--- config.mk ---
export PLATFORM = sky130hd
export DESIGN_NAME = sgsc_global_ctrl
export DESIGN_NICKNAME = d
export VERILOG_FILES = /design/src/logic/sgsc_pkg.sv /design/src/logic/sgsc_adv_store.sv /design/src/logic/sgsc_global_ctrl.sv
export VERILOG_INCLUDE_DIRS = /design/src /design/src/logic
export SDC_FILE = /design/constraint.sdc
export NUM_CORES = 1
export LEC_CHECK = 0
export BUFFER_PORTS_ARGS = -buffer_cell sky130_fd_sc_hd__clkbuf_2
export CAP_MARGIN = 15
export CORE_AREA = 2 2 124 126
export CTS_CLUSTER_SIZE = 24
export DETAILED_ROUTE_END_ITERATION = 10
export DIE_AREA = 0 0 126 128
export PLACE_DENSITY = 0.84
export SYNTH_ARGS = -nofsm -noshare
export SYNTH_HDL_FRONTEND = slang
export SYNTH_SLANG_ARGS = --single-unit
--- constraint.sdc ---
create_clock -name MCLK -period 4.15 [get_ports MCLK]
set_input_delay 0.6225 -clock MCLK [delete_from_list [all_inputs] [get_ports MCLK]]
set_output_delay 0.6225 -clock MCLK [all_outputs]
set_load 0.03 [all_outputs]
--- src/logic/sgsc_regs.svh ---
// Purpose: offsets, field positions, reset values and timing figures
// Assumes: 8-bit registers, one byte per address
// Notes: definitions only
`ifndef SGSC_REGS_SVH
`define SGSC_REGS_SVH
// global register offsets
`define SGSC_ADDR_FAMILY 8'h00
`define SGSC_ADDR_CHIP 8'h01
`define SGSC_ADDR_GC0 8'h02
// advanced control space windows
`define SGSC_MAC_LO 8'h70
`define SGSC_MAC_HI 8'h75
`define SGSC_USER_LO 8'h76
`define SGSC_USER_HI 8'h78
`define SGSC_IACC_LO 8'h79
`define SGSC_IACC_HI 8'h7A
`define SGSC_IDATA_LO 8'h7B
`define SGSC_IDATA_HI 8'h83
// words held in the advanced store (0x70..0x83)
`define SGSC_ADV_WORDS 20
// chip code register fields
`define SGSC_VARIANT_MSB 7
`define SGSC_VARIANT_LSB 4
`define SGSC_REV_MSB 3
`define SGSC_REV_LSB 1
`define SGSC_START_BIT 0
// global control 0 fields
`define SGSC_GC0_BACKOFF_BIT 7
`define SGSC_GC0_PASSFC_BIT 3
`define SGSC_GC0_LINKAGE_BIT 0
// reserved 6-4 = 0x4, reserved 2 = 1, reserved 1 = 0
`define SGSC_GC0_RESET 8'h44
// eeprom image byte addresses
`define SGSC_EE_ADDR_FAMILY 8'h00
`define SGSC_EE_ADDR_CHIP 8'h01
`define SGSC_EE_ADDR_GC0 8'h02
// timing
`define SGSC_FAST_AGE_NS 800000
`define SGSC_CLK_NS 8
`define SGSC_NORMAL_AGE_S 200
`endif

--- src/logic/sgsc_pkg.sv ---
// Purpose: types shared by the start and control block
// Assumes: nothing beyond the register header
// Notes: constants live in sgsc_regs.svh
`default_nettype none
package sgsc_pkg;
  // automatic start sequence, gray along the eeprom path
  typedef enum logic [1:0] {
    SGSC_RD_FAMILY = 2'b00,
    SGSC_RD_CHIP = 2'b01,
    SGSC_RD_GC0 = 2'b11,
    SGSC_BOOT_DONE = 2'b10
  } sgsc_boot_e;
  // register address regions
  typedef enum logic [2:0] {
    SGSC_RG_NONE,
    SGSC_RG_FAMILY,
    SGSC_RG_CHIP,
    SGSC_RG_GC0,
    SGSC_RG_ADV
  } sgsc_region_e;
endpackage
`default_nettype wire

--- src/logic/sgsc_adv_store.sv ---
// Purpose: byte store for the advanced control window
// Assumes: one write and one read port, same clock
// Notes: read data come from a register, one cycle after the address
`default_nettype none
`include "sgsc_regs.svh"
module sgsc_adv_store #(
  parameter int DEPTH = `SGSC_ADV_WORDS,
  parameter int AW = 5
)(
  input wire logic clk,
  input wire logic we,
  input wire logic [AW-1:0] waddr,
  input wire logic [7:0] wdata,
  input wire logic [AW-1:0] raddr,
  output logic [7:0] rdata
);
  // storage, contents undefined until written
  logic [7:0] mem [DEPTH];

  // refuse an index too narrow for the depth
  if ((1 << AW) < DEPTH)
  begin : g_chk
    $error("sgsc_adv_store: AW too small for DEPTH");
  end

  // write port
  always_ff @(posedge clk)
  begin
    if (we)
    begin
      mem[waddr] <= wdata;
    end
  end

  // registered read port
  always_ff @(posedge clk)
  begin
    rdata <= mem[raddr];
  end
endmodule
`default_nettype wire

--- src/logic/sgsc_global_ctrl.sv ---
// Purpose: identification, start and global control 0 registers of the switch
// Assumes: host register port and eeprom reader are synchronous to MCLK
// Notes: read answers arrive two cycles after REG_RD
`default_nettype none
`include "sgsc_regs.svh"

// Functional notes
// - chip code 7-4, revision 3-1, read-only
// - managed straps wait for start bit one
// - strap 00 starts after eeprom read attempt
// - absent eeprom keeps strap and default values
// - eeprom overrides only when both codes match
// - control bit 7 selects alternate back-off, reset 0
// - control bit 3 passes flow-control frames
// - reserved fields reset 0x4, 1, 0
// - link loss with bit 0 triggers fast age
// - any link loss ages out all addresses
// - indirect control 0x79-7A, data 0x7B-83
// - MAC address 0x70-75, user 0x76-78
// - all registers eight bits, individually addressed
module sgsc_global_ctrl
  import sgsc_pkg::*;
#(
  parameter int NUM_PORTS = 3,
  parameter logic [7:0] DEVICE_FAMILY_CODE = 8'h5A, // arbitrary value
  parameter logic [3:0] DEVICE_VARIANT_CODE = 4'h7, // arbitrary value
  parameter logic [2:0] SILICON_REVISION_CODE = 3'h1, // arbitrary value
  // fast age window, strictly under the limit
  parameter int FAST_AGE_CYCLES = (`SGSC_FAST_AGE_NS / `SGSC_CLK_NS) - 1
)(
  input wire logic MCLK,
  input wire logic RESET,
  input wire logic STRAP_MODE_SELECT_HI,
  input wire logic STRAP_MODE_SELECT_LO,
  input wire logic [7:0] REG_ADDR,
  input wire logic REG_WR,
  input wire logic REG_RD,
  input wire logic [7:0] REG_WDATA,
  output logic [7:0] REG_RDATA,
  output logic REG_RVALID,
  output logic EE_REQ,
  output logic [7:0] EE_ADDR,
  input wire logic EE_DONE,
  input wire logic EE_ABSENT,
  input wire logic [7:0] EE_RDATA,
  input wire logic [NUM_PORTS-1:0] LINK_UP,
  output logic SWITCH_RUN,
  output logic BACKOFF_ALT,
  output logic PASS_FLOW_CTRL,
  output logic FAST_AGE_ACTIVE,
  output logic AGE_FLUSH
);
  localparam int CW = $clog2(FAST_AGE_CYCLES + 1);
  localparam int AW = 5;

  // refuse settings the logic cannot serve
  if (NUM_PORTS < 1 || FAST_AGE_CYCLES < 1)
  begin : g_chk
    $error("sgsc_global_ctrl: bad NUM_PORTS or FAST_AGE_CYCLES");
  end

  // address to region; shared by read and write paths
  function automatic sgsc_region_e region_of(input logic [7:0] a);
    sgsc_region_e r;
    r = SGSC_RG_NONE;
    if (a == `SGSC_ADDR_FAMILY)
      r = SGSC_RG_FAMILY;
    else if (a == `SGSC_ADDR_CHIP)
      r = SGSC_RG_CHIP;
    else if (a == `SGSC_ADDR_GC0)
      r = SGSC_RG_GC0;
    else if (a >= `SGSC_MAC_LO && a <= `SGSC_MAC_HI)
      r = SGSC_RG_ADV;
    else if (a >= `SGSC_USER_LO && a <= `SGSC_USER_HI)
      r = SGSC_RG_ADV;
    else if (a >= `SGSC_IACC_LO && a <= `SGSC_IACC_HI)
      r = SGSC_RG_ADV;
    else if (a >= `SGSC_IDATA_LO && a <= `SGSC_IDATA_HI)
      r = SGSC_RG_ADV;
    return r;
  endfunction

  logic auto_mode_ff; // straps were 00 at reset
  sgsc_boot_e boot_ff; // automatic start sequence state
  logic ee_wait_ff; // a byte request is outstanding
  logic [7:0] ee_family_ff; // eeprom image of register 0
  logic start_ff; // host start bit
  logic [7:0] gc0_ff; // global control 0
  logic [NUM_PORTS-1:0] link_prev_ff; // link state last cycle
  logic [CW-1:0] age_cnt_ff; // fast age window counter
  logic rd_pend_ff; // read accepted last cycle
  sgsc_region_e rd_region_ff; // region of that read
  logic [7:0] rd_direct_ff; // non-store read data
  logic [7:0] adv_rdata; // store read data
  logic wr_gc0;
  logic wr_adv;
  logic ee_take; // eeprom answer this cycle
  logic [NUM_PORTS-1:0] link_drop;
  logic [AW-1:0] adv_waddr;
  logic [AW-1:0] adv_raddr;

  assign wr_gc0 = REG_WR && (region_of(REG_ADDR) == SGSC_RG_GC0);
  assign wr_adv = REG_WR && (region_of(REG_ADDR) == SGSC_RG_ADV);
  assign ee_take = ee_wait_ff && EE_DONE;
  assign link_drop = link_prev_ff & ~LINK_UP;
  // store index relative to the window base; only valid in-window
  assign adv_waddr = AW'(REG_ADDR - `SGSC_MAC_LO);
  assign adv_raddr = AW'(REG_ADDR - `SGSC_MAC_LO);

  // advanced window bytes: one per address, 8 bits each
  sgsc_adv_store #(
    .DEPTH(`SGSC_ADV_WORDS),
    .AW(AW)
  ) u_adv (
    .clk(MCLK),
    .we(wr_adv),
    .waddr(adv_waddr),
    .wdata(REG_WDATA),
    .raddr(adv_raddr),
    .rdata(adv_rdata)
  );

  // strap capture; synchronous reset so the pins may be sampled here
  always_ff @(posedge MCLK)
  begin
    if (RESET)
    begin
      auto_mode_ff <= !STRAP_MODE_SELECT_HI && !STRAP_MODE_SELECT_LO;
    end
  end

  // automatic start sequence: family byte, chip byte, control byte
  always_ff @(posedge MCLK)
  begin
    if (RESET)
    begin
      boot_ff <= (!STRAP_MODE_SELECT_HI && !STRAP_MODE_SELECT_LO) ?
                 SGSC_RD_FAMILY : SGSC_BOOT_DONE;
    end
    else if (ee_take)
    begin
      unique case (boot_ff)
        SGSC_RD_FAMILY:
        begin
          // no answer from the eeprom: keep defaults and start
          boot_ff <= EE_ABSENT ? SGSC_BOOT_DONE : SGSC_RD_CHIP;
        end
        SGSC_RD_CHIP:
        begin
          // both codes must match before anything is loaded
          if (!EE_ABSENT && ee_family_ff == DEVICE_FAMILY_CODE &&
              EE_RDATA[`SGSC_VARIANT_MSB:`SGSC_VARIANT_LSB] == DEVICE_VARIANT_CODE)
            boot_ff <= SGSC_RD_GC0;
          else
            boot_ff <= SGSC_BOOT_DONE;
        end
        SGSC_RD_GC0:
        begin
          boot_ff <= SGSC_BOOT_DONE;
        end
        SGSC_BOOT_DONE:
        begin
          boot_ff <= SGSC_BOOT_DONE;
        end
      endcase
    end
  end

  // one-cycle byte request, then wait for the reader's answer
  always_ff @(posedge MCLK)
  begin
    if (RESET)
    begin
      EE_REQ <= 1'b0;
      ee_wait_ff <= 1'b0;
      EE_ADDR <= `SGSC_EE_ADDR_FAMILY;
    end
    else if (boot_ff != SGSC_BOOT_DONE && !ee_wait_ff && !EE_REQ)
    begin
      EE_REQ <= 1'b1;
      ee_wait_ff <= 1'b1;
      unique case (boot_ff)
        SGSC_RD_FAMILY: EE_ADDR <= `SGSC_EE_ADDR_FAMILY;
        SGSC_RD_CHIP: EE_ADDR <= `SGSC_EE_ADDR_CHIP;
        SGSC_RD_GC0: EE_ADDR <= `SGSC_EE_ADDR_GC0;
        SGSC_BOOT_DONE: EE_ADDR <= `SGSC_EE_ADDR_FAMILY;
      endcase
    end
    else
    begin
      EE_REQ <= 1'b0;
      if (ee_take)
      begin
        ee_wait_ff <= 1'b0;
      end
    end
  end

  // keep the family byte until the chip byte is checked
  always_ff @(posedge MCLK)
  begin
    if (RESET)
    begin
      ee_family_ff <= 8'h00;
    end
    else if (ee_take && boot_ff == SGSC_RD_FAMILY)
    begin
      ee_family_ff <= EE_RDATA;
    end
  end

  // host start bit
  always_ff @(posedge MCLK)
  begin
    if (RESET)
    begin
      start_ff <= 1'b0;
    end
    else if (REG_WR && region_of(REG_ADDR) == SGSC_RG_CHIP)
    begin
      start_ff <= REG_WDATA[`SGSC_START_BIT];
    end
  end

  // run gate: managed straps need the start bit, 00 needs the sequence
  always_ff @(posedge MCLK)
  begin
    if (RESET)
    begin
      SWITCH_RUN <= 1'b0;
    end
    else if (auto_mode_ff)
    begin
      SWITCH_RUN <= (boot_ff == SGSC_BOOT_DONE);
    end
    else
    begin
      SWITCH_RUN <= start_ff;
    end
  end

  // global control 0; host write wins over the eeprom load
  always_ff @(posedge MCLK)
  begin
    if (RESET)
    begin
      gc0_ff <= `SGSC_GC0_RESET;
    end
    else if (wr_gc0)
    begin
      gc0_ff <= REG_WDATA;
    end
    else if (ee_take && boot_ff == SGSC_RD_GC0 && !EE_ABSENT)
    begin
      gc0_ff <= EE_RDATA;
    end
  end

  // control outputs follow the register one cycle later
  always_ff @(posedge MCLK)
  begin
    if (RESET)
    begin
      BACKOFF_ALT <= 1'b0;
      PASS_FLOW_CTRL <= 1'b0;
    end
    else
    begin
      BACKOFF_ALT <= gc0_ff[`SGSC_GC0_BACKOFF_BIT];
      PASS_FLOW_CTRL <= gc0_ff[`SGSC_GC0_PASSFC_BIT];
    end
  end

  // link history for loss detection
  always_ff @(posedge MCLK)
  begin
    if (RESET)
    begin
      link_prev_ff <= '0;
    end
    else
    begin
      link_prev_ff <= LINK_UP;
    end
  end

  // any lost link flushes the table, whatever bit 0 says
  always_ff @(posedge MCLK)
  begin
    if (RESET)
    begin
      AGE_FLUSH <= 1'b0;
    end
    else
    begin
      AGE_FLUSH <= |link_drop;
    end
  end

  // one fast age window per loss, then back to the normal period
  always_ff @(posedge MCLK)
  begin
    if (RESET)
    begin
      age_cnt_ff <= '0;
      FAST_AGE_ACTIVE <= 1'b0;
    end
    else if (|link_drop && gc0_ff[`SGSC_GC0_LINKAGE_BIT])
    begin
      age_cnt_ff <= CW'(FAST_AGE_CYCLES);
      FAST_AGE_ACTIVE <= 1'b1;
    end
    else if (age_cnt_ff != '0)
    begin
      age_cnt_ff <= age_cnt_ff - 1'b1;
      FAST_AGE_ACTIVE <= (age_cnt_ff != CW'(1));
    end
    else
    begin
      FAST_AGE_ACTIVE <= 1'b0;
    end
  end

  // read stage one: direct data and region capture
  always_ff @(posedge MCLK)
  begin
    if (RESET)
    begin
      rd_pend_ff <= 1'b0;
      rd_region_ff <= SGSC_RG_NONE;
      rd_direct_ff <= 8'h00;
    end
    else
    begin
      rd_pend_ff <= REG_RD;
      rd_region_ff <= region_of(REG_ADDR);
      unique case (region_of(REG_ADDR))
        SGSC_RG_FAMILY: rd_direct_ff <= DEVICE_FAMILY_CODE;
        SGSC_RG_CHIP: rd_direct_ff <= {DEVICE_VARIANT_CODE, SILICON_REVISION_CODE,
                                       auto_mode_ff ? SWITCH_RUN : start_ff};
        SGSC_RG_GC0: rd_direct_ff <= gc0_ff;
        SGSC_RG_ADV: rd_direct_ff <= 8'h00;
        SGSC_RG_NONE: rd_direct_ff <= 8'h00; // unmapped reads zero
      endcase
    end
  end

  // read stage two: answer with a one-cycle valid
  always_ff @(posedge MCLK)
  begin
    if (RESET)
    begin
      REG_RDATA <= 8'h00;
      REG_RVALID <= 1'b0;
    end
    else
    begin
      REG_RVALID <= rd_pend_ff;
      if (rd_pend_ff)
      begin
        REG_RDATA <= (rd_region_ff == SGSC_RG_ADV) ? adv_rdata : rd_direct_ff;
      end
    end
  end
endmodule
`default_nettype wire

==> out/results.txt <==
outcome: finished clean
type of element launching the critical path: input port
Critical path destination: u_adv.mem[11][4]
CP max FO: 23
maximum clock path buffer count: 3
DRT antenna net count: 0
# port buffers: 51
number of placement rows: 45
WL/cell: 22.0 µm
Fin Clk Skew: 0.0167 ns
detailed-routing iteration count for the pre-antenna-repair pass: 6
Via Count: 5909
total routed wirelength: 20.3 mm
via count of the first global-routing pass: 5826
antenna violations before repair: 0
Hold Vio Cnt, Final: 0
latest clock arrival within the worst-skew pair: 0.51 ns
clock-pin slew on the worst setup and hold paths: 0.06 ns
hold_buf cts: 0
R2R Path Start: age_cnt_ff[0]
share of synthesized area occupied by flip-flops and latches: 67.5%
number of warnings issued by yosys: 0
Achievable Freq: 0.321 GHz
Tightest Pin Transition: 0.884 ns
path category of the worst min-delay check: in -> reg
worst supply voltage drop on vdd: 0.441 mV
utilization after layout: 70.8%
CTS H-tree lvls: 1
flop2flop setup slack: 1.91 ns
FF+latch count, synth: 238
wire length of the first global-routing pass: 31.7 mm
worst setup path startpoint: REG_ADDR[4]
maximum number of pins on one net before global-route repair: 57
number of inserted diodes: 0
count of flip-flops with a built-in enable after synthesis: 163
number of gates given a new drive strength after cts: 0
DRC violation total after the first TritonRoute iteration: 677
period utilization: 75.2%
Pwr Density: 521 nW/µm²
final-report max-slew violation count: 0
initial standard-cell utilization of the core: 63.8%
Synth Flop Type: sky130_fd_sc_hd__edfxtp_1
HPWL reported at the end of detailed placement: 13.2 mm
leakage power of the design: 3.74 nW
dpl ws: 0.635 ns
via count normalized by instance count: 6.40
fraction of layout cells with a size suffix above 1: 16.7%
most common cell after layout, fill and taps aside: sky130_fd_sc_hd__edfxtp_1
class of the most critical setup path: in -> reg
fillcell total: 937
TNS Setup: 0 ns
post-layout net count: 759
GRT overflow: 0
leading cell types in the layout, fill and taps excluded: 163 x sky130_fd_sc_hd__edfxtp_1, 75 x sky130_fd_sc_hd__dfxtp_1, 70 x sky130_fd_sc_hd__mux2i_1, 59 x sky130_fd_sc_hd__nor2_1, 50 x sky130_fd_sc_hd__clkbuf_2
max capacitance violation total: 0
placeable core region: 14900 µm²
clock tree from TritonCTS: built
Worst Slack Setup Final: 1.03 ns
Final GP Congestion: 0.942
Clock Sink Count: 238
number of remaining DRC errors: 0
Period minus WS final: 3.12 ns
final total power: 5.49 mW
CP Data Arrival Time: 3.25 ns
worst-case reg-to-reg path depth: 6
clk root buf: sky130_fd_sc_hd__clkbuf_16
unrepaired setup endpoints after global routing: no
required time at the worst-slack endpoint: 4.28 ns
cell area after synthesis: 9480 µm²
relative slew slack: 40.6%
width of the chip: 126 µm
mean cell area of the mapped netlist: 14.0 µm²
Reg2Reg Capture Point: age_cnt_ff[9]
post-synthesis cell type count: 56
proportion of synthesized flip-flops having asynchronous set or reset: 0%
buffer count from post-CTS setup fixing: 0
number of failing setup endpoints in the final timing report: 0
number of buffers inserted during clock tree synthesis: 23
die outline area: 16100 µm²
global routing usage summed across all routing layers: 25.6%
kind of end point of the critical path: register
Die Span Y: 128 µm
total I/O pin count: 58
Layout Area Growth over Synthesis: 11.1%
synthesized instance count: 678
==> sequential cells by signal (all words and copies together), names as in the netlist <==
| register | count |
|---|---|
| PASS_FLOW_CTRL | 1 |
| AGE_FLUSH | 1 |
| rd_region_ff | 3 |
| u_adv.mem | 160 |
| REG_RDATA | 8 |
| EE_ADDR | 2 |
| auto_mode_ff | 1 |
| SWITCH_RUN | 1 |
| link_prev_ff | 3 |
| EE_REQ | 1 |
| u_adv.rdata | 8 |
| boot_ff | 2 |
| start_ff | 1 |
| ee_wait_ff | 1 |
| rd_pend_ff | 1 |
| age_cnt_ff | 17 |
| FAST_AGE_ACTIVE | 1 |
| BACKOFF_ALT | 1 |
| ee_family_ff | 8 |
| gc0_ff | 8 |
| REG_RVALID | 1 |
| rd_direct_ff | 8 |
==> logic make-up (layout without fill, tap and decap cells) <==
logic type      count (synthesis)  after routing  synth area share, %
compound gates                100            100                 7.05
xor+xnor                        1              1               0.0924
fa+ha+maj                       2              2                0.264
buf+inv                        54            107                 2.60
flops                         238            238                 67.5
mux                            87             87                 11.4
other cells                     1              6               0.0396
simple gates                  195            195                 11.0
==> through the flow <==
stage               instance area (µm²)  hold slack, ns  instances
finish                            10500           0.347        924
global route                      10500           0.340        924
CTS                               10500           0.333        924
detailed placement                 9840           0.469        885
global placement                   9840           0.465        885
floorplan                          9500           0.446        683
==> power breakdown <==
part	switching (mW)	internal (mW)
sequential	0.109	2.63
combinational	0.511	0.320
clock	0.846	1.08
==> how the worst min path moves through the flow <==
stage	endpoint	from	slack (ns)	depth (start not counted)
after global placement	ee_family_ff[5]	ee_family_ff[5]	0.47	2
after CTS	link_prev_ff[1]	LINK_UP[1]	0.33	2
after global routing	link_prev_ff[1]	LINK_UP[1]	0.34	2
final	link_prev_ff[1]	LINK_UP[1]	0.35	2
after floorplan	rd_direct_ff[2]	gc0_ff[2]	0.45	1
after detailed placement	rd_direct_ff[6]	gc0_ff[6]	0.47	2
==> area by class of cell <==
class,count,area [µm²],area share (%)
clock inverter,14,104,0.986
sequential,238,6400,60.7
tap,188,235,2.23
inverter,8,30.0,0.285
timing repair buffer,60,325,3.09
multi-input combinational,391,2860,27.1
clock buffer,25,583,5.54
==> Yosys cell counts (all sizes together), types with 14 or more instances <==
| cell | count | share of area [%] |
|---|---|---|
| a211oi | 14 | 1.1 |
| edfxtp | 163 | 52 |
| nand3 | 21 | 1.1 |
| nor2b | 18 | 1.2 |
| clkbuf | 23 | 0.92 |
| buf | 23 | 1.4 |
| a21oi | 26 | 1.4 |
| dfxtp | 75 | 16 |
| mux4 | 17 | 4.0 |
| mux2i | 70 | 7.4 |
| nand2 | 21 | 0.83 |
| nor2 | 59 | 2.3 |
==> routing by layer <==
| layer | routed length [µm] | vias up | global-route usage [%] |
|---|---|---|---|
| li1 | - | 2675 | - |
| met3 | 1940 | 55 | 5.18 |
| met2 | 9680 | 342 | 41.7 |
| met4 | 652 | 0 | 8.60 |
| met5 | 0 | - | 0 |
| met1 | 8010 | 2837 | 35.0 |
==> worst max-delay path, cell delays in order <==
cell and delay (ns):
sky130_fd_sc_hd__clkbuf_2 0.25, sky130_fd_sc_hd__or3_1 0.61, sky130_fd_sc_hd__o31ai_1 0.61, sky130_fd_sc_hd__nand4_1 0.48, sky130_fd_sc_hd__nor2_1 0.67
Note: power is estimated with default switching activity, not from simulation.
